## config.mk

```make
export PLATFORM = sky130hd
export DESIGN_NAME = flash_access_status
export DESIGN_NICKNAME = d
export VERILOG_FILES = /design/src/logic/flash_status_pkg.sv /design/src/logic/pin_level_sync.sv /design/src/logic/flash_access_status.sv
export SDC_FILE = /design/constraint.sdc
export NUM_CORES = 1
export LEC_CHECK = 0
export ABC_AREA = 1
export BUFFER_PORTS_ARGS = -buffer_cell sky130_fd_sc_hd__buf_4
export CAP_MARGIN = 10
export CORE_MARGIN = 3
export CORE_UTILIZATION = 50
export CTS_BUF_LIST = sky130_fd_sc_hd__clkbuf_2
export DETAILED_ROUTE_END_ITERATION = 8
export GPL_TIMING_DRIVEN = 0
export PLACE_DENSITY = 0.82
export SYNTH_ARGS = -nofsm -noshare
export SYNTH_HDL_FRONTEND = slang
export SYNTH_SLANG_ARGS = --single-unit
```

## constraint.sdc

```tcl
create_clock -name REF_CLK_I -period 1.2 [get_ports REF_CLK_I]
set_input_delay 0 -clock REF_CLK_I [delete_from_list [all_inputs] [get_ports REF_CLK_I]]
set_output_delay 0 -clock REF_CLK_I [all_outputs]
set_load 0.02 [all_outputs]
```

## src/logic/flash_status_pkg.sv

```systemverilog
/*
 Shared constants and types of the flash access status block: register
 offsets, field positions, reset values, event layout, bus carriers.
 Assumes one 200 MHz clock and a plain strobe register port.
*/
package flash_status_pkg;

   // register port geometry
   localparam int ADDR_W = 8;
   localparam int DATA_W = 8;

   // register offsets (byte addresses)
   localparam logic [ADDR_W-1:0] STATUS_OFS = 8'h00;
   localparam logic [ADDR_W-1:0] INT_STAT_OFS = 8'h04;
   localparam logic [ADDR_W-1:0] INT_CLR_OFS = 8'h08;
   localparam logic [ADDR_W-1:0] INT_EN_OFS = 8'h0c;

   // flash_access_error_status fields
   localparam int FLAG_BIT = 7;
   localparam int RSVD_HI_BIT = 6;
   localparam int RSVD_LO_BIT = 5;
   localparam int LOCK_BIT = 4;
   localparam logic [DATA_W-1:0] STATUS_RST = 8'h00;
   localparam logic [DATA_W-1:0] READ_IDLE = 8'h00;

   // interrupt event layout, shared by status, clear and enable
   localparam int EV_W = 3;
   localparam int EV_FLAG = 0;
   localparam int EV_LOCK = 1;
   localparam int EV_UNLOCK = 2;
   localparam logic [EV_W-1:0] INT_RST = 3'h0;

   // synchroniser reset level of the mode pin
   localparam logic PIN_RST = 1'b0;

   typedef enum logic [0:0] {
      LOCK_OPEN = 1'b0,
      LOCK_HELD = 1'b1
   } lock_state_t;

   typedef struct packed {
      logic [ADDR_W-1:0] addr;
      logic [DATA_W-1:0] wdata;
      logic wr;
      logic rd;
   } bus_req_t;

   typedef struct packed {
      logic access_err;
      logic cmd_err;
      logic clear_done;
   } unit_ev_t;

endpackage

```

## src/logic/pin_level_sync.sv

```systemverilog
/*
 Three-stage synchroniser for a slow level arriving from a pin.
 Assumes the pin changes rarely; the output follows only once the
 second and third stages agree.
*/
`timescale 1ns/1ps
module pin_level_sync (
   // clock and reset
   input wire logic clk_i,
   input wire logic rst_i,
   // pin and filtered level
   input wire logic pin_i,
   output logic level_o
);
   import flash_status_pkg::*;

   logic s1_q, s2_q, s3_q, level_q;
   logic level_d;

   always_comb begin
      level_d = level_q;
      // first stage is read by the second stage only
      if (s2_q == s3_q) begin
         level_d = s3_q;
      end
   end

   always_ff @(posedge clk_i or posedge rst_i) begin
      if (rst_i) begin
         s1_q <= PIN_RST;
         s2_q <= PIN_RST;
         s3_q <= PIN_RST;
         level_q <= PIN_RST;
      end else begin
         s1_q <= pin_i;
         s2_q <= s1_q;
         s3_q <= s2_q;
         level_q <= level_d;
      end
   end

   assign level_o = level_q;

endmodule

```

## src/logic/flash_access_status.sv

```systemverilog
/*
 Flash access error status register with command-lock tracking and a
 small interrupt front end, reached over a plain strobe register port.
 Assumes the command unit gives one-cycle pulses on this clock and the
 on-chip ROM mode arrives as a pin level.
*/
// How it works
// RULE1 - With the on-chip ROM disabled the status register reads zero and ignores writes.
// RULE2 - The command unit is held locked while any status bit is one.
// RULE3 - Software leaves the lock by writing only the lock bit, then issuing a status-clear command.
// RULE4 - Power-on reset starts the error flag and the lock indication at zero.
// RULE5 - The access error flag clears only when zero is written after it was read as one.
// RULE6 - Reserved bits 6 and 5 read as zero and software writes them as zero.
// RULE7 - Bit 4 is a read-only lock indicator, set when the unit sees an error and locks.
// RULE8 - The lock indicator clears when the unit finishes a status-clear command.
// RULE9 - The access error flag sets on an access error and holds until cleared by software.
`timescale 1ns/1ps
module flash_access_status (
   // clock and reset
   input wire logic REF_CLK_I,
   input wire logic RST_I,
   // register port
   input wire flash_status_pkg::bus_req_t BUS_REQ_I,
   output logic [flash_status_pkg::DATA_W-1:0] RDATA_O,
   // command unit side
   input wire flash_status_pkg::unit_ev_t UNIT_EV_I,
   input wire logic ROM_DISABLED_I,
   output logic COMMAND_LOCK_O,
   // interrupt
   output logic IRQ_O
);
   import flash_status_pkg::*;

   function automatic logic hit(
      input logic [ADDR_W-1:0] a,
      input logic [ADDR_W-1:0] ofs
   );
      return a == ofs;
   endfunction

   function automatic logic [DATA_W-1:0] status_word(
      input logic err_flag,
      input logic lock_ind
   );
      logic [DATA_W-1:0] w;
      w = STATUS_RST;
      w[FLAG_BIT] = err_flag;
      w[LOCK_BIT] = lock_ind;
      return w;
   endfunction

   // mode pin
   logic rom_off;

   pin_level_sync u_rom_mode (
      .clk_i(REF_CLK_I),
      .rst_i(RST_I),
      .pin_i(ROM_DISABLED_I),
      .level_o(rom_off)
   );

   // access decode
   logic st_wr, st_rd, clr_wr, en_wr;

   // status register disappears while the ROM is off
   assign st_wr = BUS_REQ_I.wr && hit(BUS_REQ_I.addr, STATUS_OFS)
      && !rom_off; // [RULE1]
   assign st_rd = BUS_REQ_I.rd && hit(BUS_REQ_I.addr, STATUS_OFS)
      && !rom_off; // [RULE1]
   assign clr_wr = BUS_REQ_I.wr && hit(BUS_REQ_I.addr, INT_CLR_OFS);
   assign en_wr = BUS_REQ_I.wr && hit(BUS_REQ_I.addr, INT_EN_OFS);

   // status group
   logic flag_q, flag_d;
   logic armed_q, armed_d;
   lock_state_t lock_q, lock_d;
   logic cmd_lock_q, cmd_lock_d;
   logic lock_now, lock_next;

   // lock indicator is the state bit itself; bus writes never reach it,
   // so only a finished status-clear can clear the lock indicator
   assign lock_now = (lock_q == LOCK_HELD);
   assign lock_next = (lock_d == LOCK_HELD);

   always_comb begin
      flag_d = flag_q;
      armed_d = armed_q;
      lock_d = lock_q;
      // a read that shows the flag as one arms the clear
      if (st_rd && flag_q) begin
         armed_d = 1'b1; // [RULE5]
      end
      // bit 4 and reserved bits ignore writes; a 0x10 write keeps lock
      if (st_wr) begin
         if (armed_q && !BUS_REQ_I.wdata[FLAG_BIT]) begin
            flag_d = 1'b0; // [RULE5] [RULE3]
         end
         armed_d = 1'b0;
      end
      // new error beats a clear in the same cycle
      if (UNIT_EV_I.access_err) begin
         flag_d = 1'b1; // [RULE9]
      end
      case (lock_q)
         LOCK_OPEN: begin
            if (UNIT_EV_I.cmd_err || UNIT_EV_I.access_err) begin
               lock_d = LOCK_HELD; // [RULE7]
            end
         end
         LOCK_HELD: begin
            // an error in the finishing cycle keeps the lock
            if (UNIT_EV_I.clear_done && !UNIT_EV_I.cmd_err
                  && !UNIT_EV_I.access_err) begin
               lock_d = LOCK_OPEN; // [RULE8]
            end
         end
         default: begin
            lock_d = LOCK_OPEN;
         end
      endcase
      // any set bit locks the unit, so the flag alone also holds it
      cmd_lock_d = flag_d || (lock_d == LOCK_HELD); // [RULE2]
   end

   always_ff @(posedge REF_CLK_I or posedge RST_I) begin
      if (RST_I) begin
         flag_q <= 1'b0; // [RULE4]
         armed_q <= 1'b0;
         lock_q <= LOCK_OPEN; // [RULE4]
         cmd_lock_q <= 1'b0;
      end else begin
         flag_q <= flag_d;
         armed_q <= armed_d;
         lock_q <= lock_d;
         cmd_lock_q <= cmd_lock_d;
      end
   end

   assign COMMAND_LOCK_O = cmd_lock_q;

   // interrupt group
   logic [EV_W-1:0] ev;
   logic [EV_W-1:0] int_stat_q, int_stat_d;
   logic [EV_W-1:0] int_en_q, int_en_d;
   logic irq_q, irq_d;

   // edges of registered state, so a reset release cannot fake an event
   assign ev[EV_FLAG] = flag_d && !flag_q;
   assign ev[EV_LOCK] = lock_next && !lock_now;
   assign ev[EV_UNLOCK] = lock_now && !lock_next;

   genvar g;
   generate
      for (g = 0; g < EV_W; g++) begin : g_sticky
         // set wins over a clear in the same cycle
         always_comb begin
            int_stat_d[g] = ev[g] || (int_stat_q[g]
               && !(clr_wr && BUS_REQ_I.wdata[g]));
         end
      end
   endgenerate

   always_comb begin
      int_en_d = int_en_q;
      if (en_wr) begin
         int_en_d = BUS_REQ_I.wdata[EV_W-1:0];
      end
      irq_d = |(int_stat_d & int_en_d);
   end

   always_ff @(posedge REF_CLK_I or posedge RST_I) begin
      if (RST_I) begin
         int_stat_q <= INT_RST;
         int_en_q <= INT_RST;
         irq_q <= 1'b0;
      end else begin
         int_stat_q <= int_stat_d;
         int_en_q <= int_en_d;
         irq_q <= irq_d;
      end
   end

   assign IRQ_O = irq_q;

   // read group: data only in the cycle after the strobe
   logic [DATA_W-1:0] rdata_q, rdata_d;

   always_comb begin
      rdata_d = READ_IDLE;
      if (BUS_REQ_I.rd) begin
         case (BUS_REQ_I.addr)
            STATUS_OFS: begin
               // reserved bits 6 and 5 stay zero in the word
               if (rom_off) begin
                  rdata_d = READ_IDLE; // [RULE1]
               end else begin
                  rdata_d = status_word(flag_q, lock_now); // [RULE6]
               end
            end
            INT_STAT_OFS: begin
               rdata_d = {{(DATA_W-EV_W){1'b0}}, int_stat_q};
            end
            INT_EN_OFS: begin
               rdata_d = {{(DATA_W-EV_W){1'b0}}, int_en_q};
            end
            // clear register is write-only; unmapped reads zero
            default: begin
               rdata_d = READ_IDLE;
            end
         endcase
      end
   end

   always_ff @(posedge REF_CLK_I or posedge RST_I) begin
      if (RST_I) begin
         rdata_q <= READ_IDLE;
      end else begin
         rdata_q <= rdata_d;
      end
   end

   assign RDATA_O = rdata_q;

   logic st_rd_any;
   assign st_rd_any = BUS_REQ_I.rd && hit(BUS_REQ_I.addr, STATUS_OFS);

   logic [EV_W-1:0] wr_ev_bits;
   assign wr_ev_bits = BUS_REQ_I.wdata[EV_W-1:0];
endmodule

```

* Yosys cells after proc, flatten, opt, wreduce, memory -nomap -nowiden
Cells that the tools add are included.
Operators by class: reduce and logical (&&, ||, !) cells 37, muxes and demuxes 12, equal/unequal tests 4, bitwise operators 2
Operator list (count):
- 8-bit one-hot mux with 3 select lines | 1
- 1-bit logical AND | 19
- 8-bit by 4-bit equality test with 1-bit output, second input constant | 2
- 8-bit two-way mux | 2
- 1-bit zero test | 10
- 8-bit by 3-bit equality test with 1-bit output, second input constant | 1
- 8-bit zero test | 1
- 1-bit two-way mux | 7
- 1-bit logical OR | 5
- 3-bit AND | 1
- 3-bit two-way mux | 1
- 3-bit OR reduction | 1
- 1-bit one-hot mux with 2 select lines | 1
- 2-bit nonzero test | 1
- 1-bit equality test | 1
- 1-bit NOT | 1
Storage, ports and cells: input port bits 24, register bits 23, logic and storage cells 67, output and inout bits 10

* Depth between registers and ports, before layout
depth in word-level cells 10, depth in mapped cells 8, depth with buffers taken out 8

* Cells and area by module
Synthesis repeated with hierarchy kept, for this count alone.
Second synthesis, totals: cell total of the unflattened synthesis 100, area total of the unflattened synthesis 947.2 um^2
Modules (own cells, without submodules):
- flash_access_status | instances 1, cells an instance 91, area an instance 827.0 um^2, seq. area each 400.4 um^2
- pin_level_sync | instances 1, cells an instance 9, area an instance 120.1 um^2, seq. area each 100.1 um^2

* Worst setup path before layout
No wires, ideal clock.
kind flip-flop to flip-flop, start point reg lock_q (netlist: lock_now), end point reg irq_q (netlist: IRQ_O), arrival 0.788 ns, setup time 0.121 ns, required time 1.079 ns, clock period less this slack 0.909 ns, buffers on the path 0, cell stages (with the launch flop) 8, setup slack 0.291 ns, path through dfrtp_1 -> inv_2 -> o21ai_1 -> inv_1 -> nand2_1 -> nand2_2 -> nand2_2 -> nand3_2
On the way: cells in the longest elaborated chain, start to end 7, elaborated cells between the ends (all ways) 10, those cells by class mux: 1; bitwise: 2; reduce/logical: 7
Ends and longest elaborated chain:
- start, declared | RTL line flash_access_status.sv:76 | lock_state_t lock_q, lock_d;
- start signal, assigned | RTL line flash_access_status.sv:134 | lock_q <= lock_d;
- 1-bit NOT
- 1-bit one-hot mux with 2 select lines (*) | RTL line flash_access_status.sv:104 | case (lock_q)
- net lock_d | RTL line flash_access_status.sv:76
- 1-bit zero test (*) | RTL line flash_access_status.sv:150 | assign ev[EV_UNLOCK] = lock_now && !lock_next;
- 1-bit logical AND (*) | RTL line flash_access_status.sv:150
- 1-bit logical OR (*) | RTL line flash_access_status.sv:157 | int_stat_d[g] = ev[g] || (int_stat_q[g]
- net int_stat_d[2] | RTL line flash_access_status.sv:143 | logic [EV_W-1:0] int_stat_q, int_stat_d;
- 3-bit AND (*) | RTL line flash_access_status.sv:168 | irq_d = |(int_stat_d & int_en_d);
- 3-bit OR reduction (*) | RTL line flash_access_status.sv:168
- net irq_d | RTL line flash_access_status.sv:145 | logic irq_q, irq_d;
- end signal, assigned | RTL line flash_access_status.sv:179 | irq_q <= irq_d;
- end, declared | RTL line flash_access_status.sv:145
Mark *: on every way through the listed nets, which the timed path passes. The rest lies on a longest branch. A chain may end at the register's enable or synchronous reset.

* Final worst setup path
start point reg u_rom_mode.level_q (netlist: u_rom_mode.level_o), end point reg armed_q
On the way: cells in the longest elaborated chain, start to end 4, elaborated cells between the ends (all ways) 6, those cells by class mux: 1; reduce/logical: 5
Ends and longest elaborated chain:
- start, declared | RTL line pin_level_sync.sv:17 | logic s1_q, s2_q, s3_q, level_q;
- start signal, assigned | RTL line pin_level_sync.sv:38 | level_q <= level_d;
- 1-bit zero test (*) | RTL line flash_access_status.sv:67, flash_access_status.sv:69
- 1-bit logical AND | RTL line flash_access_status.sv:69 | && !rom_off;
- 1-bit logical AND | RTL line flash_access_status.sv:90 | if (st_rd && flag_q) begin
- 2-bit nonzero test (no source line)
- end signal, assigned | RTL line flash_access_status.sv:133 | armed_q <= armed_d;
- end, declared | RTL line flash_access_status.sv:75 | logic armed_q, armed_d;
Every way passes the cells marked *; elsewhere a longest branch is shown, timed or not.

==> load_flow_metrics.sql <==
INSERT INTO impl_metrics (metric_group, metric, value, unit) VALUES
('worst_setup_path', 'cp.arrival', '1270', 'ps'),
('worst_setup_path', 'worst_setup_start_kind', 'register', ''),
('synth', 'synth.lib_cells_used.distinct', '23', ''),
('worst_setup_path', 'crit_fanout', '3', ''),
('worst_setup_path', 'crit_chain', 'nor3_2 -> nand2_1 -> nor2_2 -> o21a_1', ''),
('placed_design', 'place_inst', '150', ''),
('synth', 'combined_area_of_all_synthesized_cells', '935', 'µm²'),
('synth', 'yosys_warnings', '0', ''),
('pwr', 'p_per_area', '902', 'mW/mm²'),
('sta', 'finalCritPeriodShare', '84.3', '%'),
('sta', 'timing.setup.tns', '0', 'ps'),
('clock_tree', 'hold_buffer_count_at_cts', '11', ''),
('floorplan', 'row_count', '14', ''),
('clock_tree', 'clock_sinks', '20', ''),
('routing', 'first_pass_iters', '6', ''),
('sta', 'fin_worst_skew', '14.9', 'ps'),
('cells_and_area', 'final-seq-area', '500', 'µm²'),
('sta', 'finalSetupViolations', '0', ''),
('cells_and_area', 'multi_input_comb_area', '378', 'µm²'),
('global_route', 'grt_first_pass_wirelength', '3520', 'µm'),
('sta', 'timing.final.max_slew_violations', '0', ''),
('routing', 'drc_errors', '0', ''),
('synth', 'async_s_r_ff_share_synth', '100', '%'),
('clock_tree', 'cts_max_path_buffers', '2', ''),
('global_route', 'via_count_of_the_first_global_routing_pass', '825', ''),
('worst_setup_path', 'setup.worst_path.class', 'reg2reg', ''),
('worst_setup_path', 'critical_path.slowest_cell', 'sky130_fd_sc_hd__dfrtp_1', ''),
('synth', 'postSynthAreaPerCell', '9.54', 'µm²'),
('synth', 'synth_edf_count', '0', ''),
('clock_tree', 'cts_tree', 'done', ''),
('job', 'maxCapViolCount', '0', ''),
('floorplan', 'dieWidth', '49.2', 'µm'),
('global_route', 'top_usage_layer', 'met2', ''),
('floorplan', 'ios', '34', ''),
('worst_setup_path', 'timing.critical_path.to_type', 'register', ''),
('routing', 'vias', '780', ''),
('global_route', 'globalRouteTotalUtil', '19.0', '%'),
('routing', 'avgRoutedWirePerCell', '12.5', 'µm'),
('sta', 'finalHoldViolations', '0', ''),
('cells_and_area', 'post_route_cells_drive_above_1_share', '39.3', '%'),
('clock_tree', 'post_cts_sizing', '0', ''),
('synth', 'ys_seq_area_share', '53.5', '%'),
('placed_design', 'placement.io_buffers', '26', ''),
('global_route', 'number_of_antenna_violations_at_the_first_check_in_global_routing', '0', ''),
('sta', 'layout_min_cycle_time', '1010', 'ps'),
('sta', 'max_freq', '988', 'MHz'),
('clock_tree', 'total_clock_buffers_created_by_cts', '3', ''),
('cells_and_area', 'mostFrequentLayoutCells', 'sky130_fd_sc_hd__buf_4 (29), sky130_fd_sc_hd__nand2_1 (22), sky130_fd_sc_hd__dfrtp_1 (20)', ''),
('sta', 'worst-slew-pin-transition', '727', 'ps'),
('global_route', 'grt.met3_usage', '4.59', '%'),
('cells_and_area', 'layout-area-overhead-vs-synth', '38.3', '%'),
('sta', 'rsz0062_at_grt', 'false', ''),
('floorplan', 'initial_core_util', '57.4', '%'),
('floorplan', 'floorplan.die.height', '49.2', 'µm'),
('placed_design', 'gp_congestion', '0.805', ''),
('floorplan', 'floorplan.die_area', '0.00242', 'mm²'),
('pwr', 'power.static_leakage', '0.687', 'nW'),
('routing', 'drtIter0Drc', '13', ''),
('routing', 'detail_route.wirelength', '2040', 'µm'),
('clock_tree', 'number_of_setup_buffers_added_after_cts', '0', ''),
('cells_and_area', 'layout.nets', '166', ''),
('global_route', 'grtUsageMet1', '20.1', '%'),
('clock_tree', 'cts_htree_levels', '1', ''),
('worst_setup_path', 'critPathMaxStageDelay', '440', 'ps'),
('routing', 'vias_per_cell', '4.76', ''),
('synth', 'synth-main-ff-cell', 'sky130_fd_sc_hd__dfrtp_1', ''),
('cells_and_area', 'mostFrequentLayoutCell', 'sky130_fd_sc_hd__buf_4', ''),
('global_route', 'grt_start_max_net_pins', '21', ''),
('run_status', 'status', 'completed', ''),
('clock_tree', 'worstSkewPairLatency', '310', 'ps'),
('cells_and_area', 'insertedDiodeCount', '0', '');
## cell families (layout without fill, tap and decap cells)
group / after synthesis / count (layout) / synth area share, %
AO/OA/AOI/OAI: 7 / 7 / 4.42
AND/OR/NAND/NOR: 55 / 55 / 33.7
adder cells (fa/ha/maj): 1 / 1 / 1.07
buffers and inverters: 14 / 54 / 6.83
other: 1 / 3 / 0.401
flip-flops: 20 / 20 / 53.5
## metal layers
layer,vias up,part of all wire [%],wire [µm]
li1,385,-,-
met1,364,40,827
met2,26,53,1080
met3,5,4.8,99
met4,0,1.8,36
met5,-,0,0
## worst max-delay path: cells and delay by family, from the launching register on
family,cells,cell delay (ps)
flip-flops,1,440
AO/OA/AOI/OAI,1,120
AND/OR/NAND/NOR,3,410
## report_power, final
group | leakage, nW | internal (mW) | switching (mW) | total, mW
registers | 0.242 | 0.699 | 0.0133 | 0.713
clock network | 0.0125 | 0.0682 | 0.194 | 0.262
logic | 0.432 | 0.0961 | 0.0946 | 0.191
## cell usage after synthesis, types with 2 or more instances
library cell              count  area share (%)
sky130_fd_sc_hd__nand2_1     22             8.8
sky130_fd_sc_hd__dfrtp_1     20              54
sky130_fd_sc_hd__inv_1        9             3.6
sky130_fd_sc_hd__nand2_2      9             6.0
sky130_fd_sc_hd__nand3_1      8             4.3
sky130_fd_sc_hd__nor2_1       4             1.6
sky130_fd_sc_hd__nor2_2       4             2.7
sky130_fd_sc_hd__a21oi_1      3             1.6
sky130_fd_sc_hd__buf_4        3             2.4
sky130_fd_sc_hd__inv_2        2            0.80
sky130_fd_sc_hd__nor3_2       2             2.1
## final timing paths
| kind | startpoint | to | slack [ps] | cells past startpoint |
|---|---|---|---|---|
| worst max-delay path | u_rom_mode.level_o | armed_q | 190 | 4 |
| worst min-delay path | BUS_REQ_I[13] | RDATA_O[7] | 60 | 4 |
| worst max register to register | u_rom_mode.level_o | armed_q | 190 | 4 |
| worst min register to register | u_rom_mode.s1_q | u_rom_mode.s2_q | 380 | 0 |
| max in group asynchronous | RST_I | int_en_q[2] | 390 | 3 |
| min in group asynchronous | RST_I | RDATA_O[2] | 340 | 3 |
## through the flow
stage               util [%]  hold WS, ps  area (µm²)  setup slack (ps)
global placement        71.7          110        1170               196
floorplan                  -        -36.2         942               291
finish                  79.3         58.2        1290               188
global route            79.3         36.3        1290              75.8
CTS                     79.3         45.6        1290               184
detailed placement      71.7          114        1170               149
## cell type report
cell class | instances | area share [%]
Inverter | 11 | 3.19
Timing Repair Buffer | 37 | 23.6
Sequential cell | 20 | 38.7
Clock buffer | 3 | 1.16
Tap cell | 24 | 2.32
Buffer | 3 | 1.74
Multi-Input combinational cell | 66 | 29.2
Note: power is estimated with default switching activity, not from simulation.
